**src/mux_seq_pkg.sv**
```systemverilog
// package: register map, field positions, channel codes and timing for the input sequencer
package mux_seq_pkg;
	localparam logic [15:0] ADDR_FRAME_LEN = 16'h2100;
	localparam logic [15:0] ADDR_SEL_98 = 16'h2101;
	localparam logic [15:0] ADDR_SEL_76 = 16'h2102;
	localparam logic [15:0] ADDR_SEL_54 = 16'h2103;
	localparam logic [15:0] ADDR_SEL_32 = 16'h2104;
	localparam logic [15:0] ADDR_SEL_10 = 16'h2105;
	localparam logic [15:0] ADDR_FILT_DIFF = 16'h210c;
	localparam logic [15:0] ADDR_CLK_CTRL = 16'h2200;
	localparam logic [15:0] ADDR_PREAMP = 16'h2704;
	localparam logic [15:0] ADDR_REMOTE = 16'h2709;
	localparam logic [15:0] ADDR_STATUS = 16'h2110;
	localparam int FRAME_LEN_LSB = 4;
	localparam int DIFF0_BIT = 4;
	localparam int PREAMP_BIT = 5;
	localparam int REMOTE_LSB = 3;
	localparam int NUM_SLOTS = 11;
	localparam int NUM_CURRENT = 8;
	localparam int NUM_REMOTE = 3;
	localparam logic [3:0] MAX_CHANNEL = 4'ha;
	localparam logic [3:0] PREAMP_GAIN = 4'h8;
	localparam logic [3:0] UNITY_GAIN = 4'h1;
	localparam logic [7:0] RESET_BYTE = 8'h00;
	localparam int CLK_HZ = 25000000;
	localparam int CONV_NS = 1000;
	localparam int CONV_CYCLES = (CONV_NS * (CLK_HZ / 1000000) + 999) / 1000;
	localparam int FIFO_DEPTH = 8;
	localparam int FIFO_WIDTH = 8;
endpackage

```
**src/adc_input_mux_sequencer.sv**
```systemverilog
// input multiplexer sequencer with configuration registers and result fifo
//
// Contract
// RQ1 - eight current inputs, single-ended each or grouped as four adjacent differential pairs; only pair zero can pair here.
// RQ2 - pair zero differential or two single-ended per its control bit.
// RQ3 - preamp bit set routes pair zero through gain eight, else unity gain.
// RQ4 - remote enable bits turn pairs one to three into digital remote links.
// RQ5 - with remote bits clear, pairs one to three are local analog mux inputs.
// RQ6 - pair zero can never become a remote link.
// RQ7 - remote channel exchanges a bidirectional digital stream with its sensor.
// RQ8 - eleven 4-bit slot fields set conversion order; one pass is a frame.
// RQ9 - slots per frame come from the 4-bit frame-length field.
// RQ10 - each frame starts at slot 0 and runs frame-length conversions.
// RQ11 - up to eleven signals single-ended, seven when all pairs differential.
// RQ12 - software should prefer differential pairing; single-ended stays legal.
// RQ13 - software holds frame length zero while configuring, then sets slots.
// RQ14 - unused slots must still carry a channel code from 0 to A.
// RQ15 - after the last slot the next frame starts at slot 0 without gap.

module fifo_buf #(
	parameter int WIDTH = 8,
	parameter int DEPTH = 8
) (
	input wire logic clk,
	input wire logic rst,
	input wire logic in_valid,
	output logic in_ready,
	input wire logic [WIDTH-1:0] in_data,
	output logic out_valid,
	input wire logic out_ready,
	output logic [WIDTH-1:0] out_data
);
	localparam int AW = $clog2(DEPTH);
	logic [WIDTH-1:0] mem [DEPTH];
	logic [AW-1:0] wr_ptr;
	logic [AW-1:0] rd_ptr;
	logic [AW:0] count;
	logic push;
	logic pop;

	assign in_ready = (count != (AW+1)'(DEPTH));
	assign out_valid = (count != '0);
	assign push = in_valid && in_ready;
	assign pop = out_valid && out_ready;
	assign out_data = mem[rd_ptr];

	always_ff @(posedge clk) begin
		if (push) begin
			mem[wr_ptr] <= in_data;
		end
	end

	always_ff @(posedge clk) begin
		if (rst) begin
			wr_ptr <= '0;
			rd_ptr <= '0;
			count <= '0;
		end else begin
			if (push) begin
				wr_ptr <= (wr_ptr == AW'(DEPTH-1)) ? '0 : wr_ptr + 1'b1;
			end
			if (pop) begin
				rd_ptr <= (rd_ptr == AW'(DEPTH-1)) ? '0 : rd_ptr + 1'b1;
			end
			count <= count + (AW+1)'(push) - (AW+1)'(pop);
		end
	end
endmodule // fifo_buf

////////////////////////////////////////////////////////////////////////////////

module adc_input_mux_sequencer
	import mux_seq_pkg::*;
#(
	parameter int CONV_LEN = CONV_CYCLES
) (
	input wire logic CORE_CLK,
	input wire logic SYS_RST,
	input wire logic [15:0] ADDR,
	input wire logic [7:0] WDATA,
	input wire logic WR,
	input wire logic RD,
	output logic [7:0] RDATA,
	output logic [3:0] MUX_CHANNEL,
	output logic [3:0] MUX_SLOT,
	output logic MUX_ACTIVE,
	output logic [3:0] PAIR_ZERO_GAIN,
	output logic [NUM_CURRENT-1:0] INPUT_DIFF,
	output logic [NUM_REMOTE-1:0] REMOTE_LINK_EN,
	output logic CONV_START,
	input wire logic CONV_DONE,
	input wire logic [NUM_REMOTE-1:0] REMOTE_RX,
	output logic [NUM_REMOTE-1:0] REMOTE_TX,
	output logic [NUM_REMOTE-1:0] REMOTE_TX_OE_N,
	output logic TAG_VALID,
	input wire logic TAG_READY,
	output logic [7:0] TAG_DATA
);
	typedef enum logic [1:0] {IDLE, START, CONVERT, WAIT_FIFO} seq_e;

	logic [7:0] frame_len_byte;
	logic [7:0] sel_byte [5];
	logic [7:0] filt_diff;
	logic [7:0] clk_ctrl;
	logic [7:0] preamp;
	logic [7:0] remote;
	logic [3:0] frame_len;
	logic [3:0] slot;
	logic [3:0] next_slot;
	logic [15:0] timer;
	logic [7:0] frame_count;
	logic sel_error;
	seq_e state;
	logic fifo_in_ready;
	logic push;
	logic [NUM_REMOTE-1:0] rx_sample;

	// slot n lives in byte 0x2105 - n/2, low nibble for even slots; slot 10 shares 0x2100
	function automatic logic [3:0] slot_code(input logic [3:0] s);
		logic [7:0] b;
		b = 8'h00;
		if (s == 4'ha) begin
			b = frame_len_byte;
		end else if (s < 4'ha) begin
			b = sel_byte[3'(s >> 1)];
		end
		return s[0] ? b[7:4] : b[3:0];
	endfunction

	function automatic int sel_index(input logic [15:0] a);
		return int'(ADDR_SEL_10 - a);
	endfunction

	assign frame_len = frame_len_byte[FRAME_LEN_LSB +: 4]; // RQ9

	////////////////////////////////////////////////////////////////////////////
	// register writes

	always_ff @(posedge CORE_CLK) begin
		if (SYS_RST) begin
			frame_len_byte <= RESET_BYTE;
			filt_diff <= RESET_BYTE;
			clk_ctrl <= RESET_BYTE;
			preamp <= RESET_BYTE;
			remote <= RESET_BYTE;
			for (int i = 0; i < 5; i++) begin
				sel_byte[i] <= RESET_BYTE;
			end
		end else if (WR) begin
			unique case (ADDR)
				ADDR_FRAME_LEN: frame_len_byte <= WDATA;
				ADDR_SEL_98, ADDR_SEL_76, ADDR_SEL_54, ADDR_SEL_32, ADDR_SEL_10: begin
					sel_byte[sel_index(ADDR)] <= WDATA; // RQ8
				end
				ADDR_FILT_DIFF: filt_diff <= WDATA;
				ADDR_CLK_CTRL: clk_ctrl <= WDATA;
				ADDR_PREAMP: preamp <= WDATA;
				ADDR_REMOTE: remote <= WDATA;
				default: ;
			endcase
		end
	end

	////////////////////////////////////////////////////////////////////////////
	// register reads: one cycle latency, unmapped reads as zero

	always_ff @(posedge CORE_CLK) begin
		if (SYS_RST) begin
			RDATA <= 8'h00;
		end else if (RD) begin
			unique case (ADDR)
				ADDR_FRAME_LEN: RDATA <= frame_len_byte;
				ADDR_SEL_98, ADDR_SEL_76, ADDR_SEL_54, ADDR_SEL_32, ADDR_SEL_10: begin
					RDATA <= sel_byte[sel_index(ADDR)];
				end
				ADDR_FILT_DIFF: RDATA <= filt_diff;
				ADDR_CLK_CTRL: RDATA <= clk_ctrl;
				ADDR_PREAMP: RDATA <= preamp;
				ADDR_REMOTE: RDATA <= remote;
				ADDR_STATUS: RDATA <= {MUX_ACTIVE, sel_error, 2'b00, slot};
				default: RDATA <= 8'h00;
			endcase
		end else begin
			RDATA <= 8'h00;
		end
	end

	////////////////////////////////////////////////////////////////////////////
	// front-end routing

	always_ff @(posedge CORE_CLK) begin
		if (SYS_RST) begin
			PAIR_ZERO_GAIN <= UNITY_GAIN;
			INPUT_DIFF <= '0;
			REMOTE_LINK_EN <= '0;
		end else begin
			PAIR_ZERO_GAIN <= preamp[PREAMP_BIT] ? PREAMP_GAIN : UNITY_GAIN; // RQ3
			// pair zero mirrors its differential bit; other pairs single-ended here
			INPUT_DIFF <= {6'b000000, {2{filt_diff[DIFF0_BIT]}}}; // RQ1 RQ2 RQ11
			// pair zero has no remote bit at all, so it stays analog
			REMOTE_LINK_EN <= remote[REMOTE_LSB +: NUM_REMOTE]; // RQ4 RQ5 RQ6
		end
	end

	////////////////////////////////////////////////////////////////////////////
	// remote links: loop sampled receive data back out inverted, driver off when local

	genvar g;
	generate
		for (g = 0; g < NUM_REMOTE; g++) begin : g_remote
			always_ff @(posedge CORE_CLK) begin
				if (SYS_RST) begin
					rx_sample[g] <= 1'b0;
					REMOTE_TX[g] <= 1'b0;
					REMOTE_TX_OE_N[g] <= 1'b1;
				end else begin
					rx_sample[g] <= REMOTE_RX[g]; // RQ7
					REMOTE_TX[g] <= remote[REMOTE_LSB + g] & ~rx_sample[g]; // RQ7
					REMOTE_TX_OE_N[g] <= ~remote[REMOTE_LSB + g]; // RQ4 RQ7
				end
			end
		end
	endgenerate

	////////////////////////////////////////////////////////////////////////////
	// slot sequencer

	assign next_slot = (slot + 4'h1 >= frame_len) ? 4'h0 : slot + 4'h1; // RQ10 RQ15
	assign push = (state == CONVERT) && CONV_DONE && fifo_in_ready;

	always_ff @(posedge CORE_CLK) begin
		if (SYS_RST) begin
			state <= IDLE;
			slot <= 4'h0;
			timer <= '0;
		end else begin
			unique case (state)
				IDLE: begin
					slot <= 4'h0; // RQ10
					if (frame_len != 4'h0) begin // RQ13
						state <= START;
					end
				end
				START: begin
					// a length cleared since the last slot stops here, so no conversion
					// is launched for a slot that no longer belongs to any frame
					if (frame_len == 4'h0) begin // RQ13
						state <= IDLE;
					end else begin
						timer <= 16'(CONV_LEN);
						state <= CONVERT;
					end
				end
				CONVERT: begin
					if (timer != '0) begin
						timer <= timer - 16'h1;
					end
					if (CONV_DONE) begin
						if (!fifo_in_ready) begin
							state <= WAIT_FIFO;
						end else if (frame_len == 4'h0) begin
							state <= IDLE;
						end else begin
							slot <= next_slot; // RQ8 RQ15
							state <= START;
						end
					end
				end
				WAIT_FIFO: begin
					if (fifo_in_ready) begin
						slot <= next_slot;
						state <= (frame_len == 4'h0) ? IDLE : START;
					end
				end
			endcase
		end
	end

	always_ff @(posedge CORE_CLK) begin
		if (SYS_RST) begin
			MUX_CHANNEL <= 4'h0;
			MUX_SLOT <= 4'h0;
			MUX_ACTIVE <= 1'b0;
			CONV_START <= 1'b0;
			sel_error <= 1'b0;
			frame_count <= 8'h00;
		end else begin
			MUX_CHANNEL <= slot_code(slot); // RQ8
			MUX_SLOT <= slot;
			MUX_ACTIVE <= (state != IDLE);
			CONV_START <= (state == START) && (frame_len != 4'h0); // RQ10
			if (state == START && slot_code(slot) > MAX_CHANNEL) begin
				sel_error <= 1'b1; // RQ14
			end else if (WR && ADDR == ADDR_STATUS) begin
				sel_error <= 1'b0;
			end
			if (push && next_slot == 4'h0) begin
				frame_count <= frame_count + 8'h1;
			end
		end
	end

	fifo_buf #(
		.WIDTH(FIFO_WIDTH),
		.DEPTH(FIFO_DEPTH)
	) u_fifo (
		.clk(CORE_CLK),
		.rst(SYS_RST),
		.in_valid(push),
		.in_ready(fifo_in_ready),
		.in_data({slot, MUX_CHANNEL}),
		.out_valid(TAG_VALID),
		.out_ready(TAG_READY),
		.out_data(TAG_DATA)
	);
endmodule // adc_input_mux_sequencer

```
**config.mk**
```make
export PLATFORM = sky130hd
export DESIGN_NAME = adc_input_mux_sequencer
export DESIGN_NICKNAME = d
export VERILOG_FILES = /design/src/mux_seq_pkg.sv /design/src/adc_input_mux_sequencer.sv
export SDC_FILE = /design/constraint.sdc
export NUM_CORES = 1
export LEC_CHECK = 0
export ABC_CLOCK_PERIOD_IN_PS = 3600
export BUFFER_PORTS_ARGS = -buffer_cell sky130_fd_sc_hd__buf_4
export CORE_MARGIN = 2
export CORE_UTILIZATION = 30
export CTS_CLUSTER_DIAMETER = 60
export CTS_CLUSTER_SIZE = 40
export DETAILED_ROUTE_END_ITERATION = 16
export PLACE_DENSITY_LB_ADDON = 0.25
export SETUP_SLACK_MARGIN = 0.5
export SLEW_MARGIN = 20
export SYNTH_ARGS = -nofsm -noshare
export SYNTH_HDL_FRONTEND = slang
export SYNTH_HIERARCHICAL = 1
export SYNTH_SLANG_ARGS = --single-unit
```
**constraint.sdc**
```tcl
create_clock -name CORE_CLK -period 3.6 [get_ports CORE_CLK]
set_input_delay 0.36 -clock CORE_CLK [delete_from_list [all_inputs] [get_ports CORE_CLK]]
set_output_delay 0.36 -clock CORE_CLK [all_outputs]
set_load 0.05 [all_outputs]
```
==> reports/qor.yml <==
status:
  outcome: "completed"
sta:
  skew_ns: 0.03428
  rsz0062_at_grt: "false"
  tightest_slew_ns: 0.9487
  final-hold-violation-count: 0
  slew_violations: 0
  setup_viol: 0
  period_needed_ns: 2.812
  fin_tns_setup_ns: 0
  slew_headroom: 0.3623
  fmax_ghz: 0.3557
  fin_crit_sh: 0.7810
setup_path:
  path_max_fanout: 9
  crit_path_end_kind: "primary output"
  start_kind: "flip-flop"
  crit_arrival_ns: 2.45
  worstSetupPathType: "reg2out"
  cp.required_ns: 3.24
logic_synthesis:
  synth_xor_xnor_area_share: 0.002594
  syn_avg_cell_area_um2: 13.26
  ys.flop_type: "edfxtp_1"
  async_flop_share: 0
  ys_ff_latch: 224
  synth_top_family_by_area: "multiplexers"
  yosys.area_share.adder: 0.02668
  yosys_warnings: 6
  synth_compound_area_frac: 0.06053
  synth_area_mm2: 0.01013
  muxShareOfSynthArea: 0.1568
  ys_seq_area_frac: 0.5692
  yosys.area_share.simple: 0.1384
  synth-edff-count: 128
  syn_inst: 764
  ys_types: 65
placement:
  gp_congestion: 0.7717
  hpwl_um: 16900
  io_buffers: 72
floorplan:
  die_w_um: 187.7
  start_util: 0.3036
  core_mm2: 0.03336
  rows: 67
  ios: 81
  die_height_um: 187.7
  die_area_mm2: 0.03525
finish:
  nets: 880
  mostFrequentLayoutCell: "edfxtp_1"
  layout_common_cells: "edfxtp_1, dfxtp_1, buf_4"
  diodes: 0
  layout-drive-gt1-share: 0.2321
  area_growth_syn_to_layout_pct: 15.91
clock_tree:
  post_cts_buffers: 0
  h-tree-depth: 1
  clock_sinks: 224
  numCtsBuffers: 20
  ctsRootBufferMaster: "clkbuf_16"
  cts_hold_buf: 0
  ctsResizeCount: 0
  cts_buffer_depth: 3
  cts_tree: "yes"
  clock_latency_ns: 0.52
  clk_pin_slew_worst_paths_ns: 0.08
routing:
  via_per_inst: 4.908
  via_count: 6321
  antenna_left: 0
  drc: 0
  post_drt_wl_per_cell_um: 18.91
  drtIter0Drc: 577
  wirelength_um: 24360
  firstDrtPassIters: 5
pwr:
  p_clk_frac: 0.379
  switching_power_mw: 1.622
  seqPwrFrac: 0.485
  comb_power_share: 0.136
  switching_share: 0.2783
  p_int_mw: 4.206
  ir_drop_mv: 0.2933
  power_mw: 5.828
  power_leakage_nw: 4.319
  cellPowerDensity_mw_per_mm2: 496.4
grt:
  track_usage: 0.1382
  grt_pass1_vias: 6399
  grt_max_degree: 56
  antenna_found_initial: 0
  grt_overflow_total: 0
  grt_pass1_wl_um: 38030
run:
  max-cap-violations: 0
worst_hold_path:
  holdCritPathClass: "in2reg"
-- state kept, by name, indices dropped and copies added, names as in the netlist, 4 cells and up, named ones only --
| signal | cells |
|---|---|
| slot | 4 |
| u_fifo/count | 4 |
| u_fifo/mem | 64 |
| MUX_CHANNEL | 4 |
| filt_diff | 8 |
| frame_len_byte | 8 |
| MUX_SLOT | 4 |
| remote | 8 |
| clk_ctrl | 8 |
| preamp | 8 |
| RDATA | 8 |
| sel_byte | 64 |
-- worst paths after layout --
kind / from / to / slack [ns] / cells after the start
setup / recovery: flip-flop / TAG_DATA[4] / 0.79 / 4
hold / removal: REMOTE_RX[0] / rx_sample[0] / 0.05 / 2
setup reg to reg: u_fifo/count[2] / u_fifo/count[2] / 0.95 / 11
hold reg to reg: rx_sample[0] / REMOTE_TX[0] / 0.39 / 1
-- layer usage --
| layer | up-vias | wire (um) | global-route usage |
|---|---|---|---|
| li1 | 2991 | - | - |
| met1 | 3130 | 10430 | 0.1770 |
| met2 | 156 | 12140 | 0.2399 |
| met3 | 44 | 980 | 0.01909 |
| met4 | 0 | 807 | 0.04724 |
| met5 | - | 0 | 0 |
-- cells in the mapped netlist (all sizes together), types with 8 or more instances --
cell type / n / area share
ha: 20 / 0.025
nor2b: 11 / 0.0068
nand2: 59 / 0.023
and3: 40 / 0.025
mux4: 48 / 0.11
nor2: 47 / 0.017
nand2b: 10 / 0.0062
nor4: 9 / 0.013
inv: 22 / 0.0082
buf: 43 / 0.030
nand3: 34 / 0.017
edfxtp: 128 / 0.38
nor3: 12 / 0.0069
clkbuf: 19 / 0.0070
a21oi: 36 / 0.018
o21ai: 10 / 0.0049
mux2: 16 / 0.018
dfxtp: 96 / 0.19
a21boi: 8 / 0.0059
a221oi: 8 / 0.0069
a22o: 8 / 0.0069
mux2i: 27 / 0.027
-- cells by family (layout without fill, tap and decap cells) --
logic type	count (synthesis)	after routing
AOI/OAI and AO/OA	91	91
xor gates and xnor gates	3	3
adders and majority gates	21	21
buffers and inverters	84	153
DFF	224	224
muxes	91	91
other	1	8
and+or+nand+nor	249	249
-- critical path: stages (launching register included) --
cell and delay (ns):
dfxtp_1 0.59, buf_4 0.30, mux4_1 0.58, mux2_2 0.29, buf_4 0.19
-- power groups by stage --
| stage | Sequential [mW] | Clock [mW] | Combinational (mW) |
|---|---|---|---|
| floorplan | 2.85 | 0 | 0.627 |
| global placement | 2.89 | 0 | 0.795 |
| detailed placement | 2.89 | 0 | 0.801 |
| CTS | 2.83 | 2.28 | 0.804 |
| global route | 2.83 | 2.37 | 0.867 |
| finish | 2.82 | 2.21 | 0.794 |
-- final cells by class --
class	count	area, um^2
Fill cell	3302	21620
Clock buffer	21	525.5
Multi-Input combinational cell	463	3929
Clock inverter	15	163.9
Tap cell	448	560.5
Timing Repair Buffer	95	713.2
Inverter	22	82.58
Sequential cell	224	5766
-- through the flow --
| stage | util | worst slack, ns | hold WS [ns] | cells | area (um^2) |
|---|---|---|---|---|---|
| after global placement | 0.3312 | 0.9127 | 0.3748 | 1252 | 11050 |
| after detailed placement | 0.3312 | 0.9122 | 0.3727 | 1252 | 11050 |
| after floorplan | - | 0.9323 | 0.3682 | 771 | 10150 |
| after global routing | 0.3519 | 0.6636 | 0.03667 | 1288 | 11740 |
| final | 0.3519 | 0.7884 | 0.05447 | 1288 | 11740 |
| after CTS | 0.3519 | 0.7374 | 0.02380 | 1288 | 11740 |
Note: power is estimated with default switching activity, not from simulation.
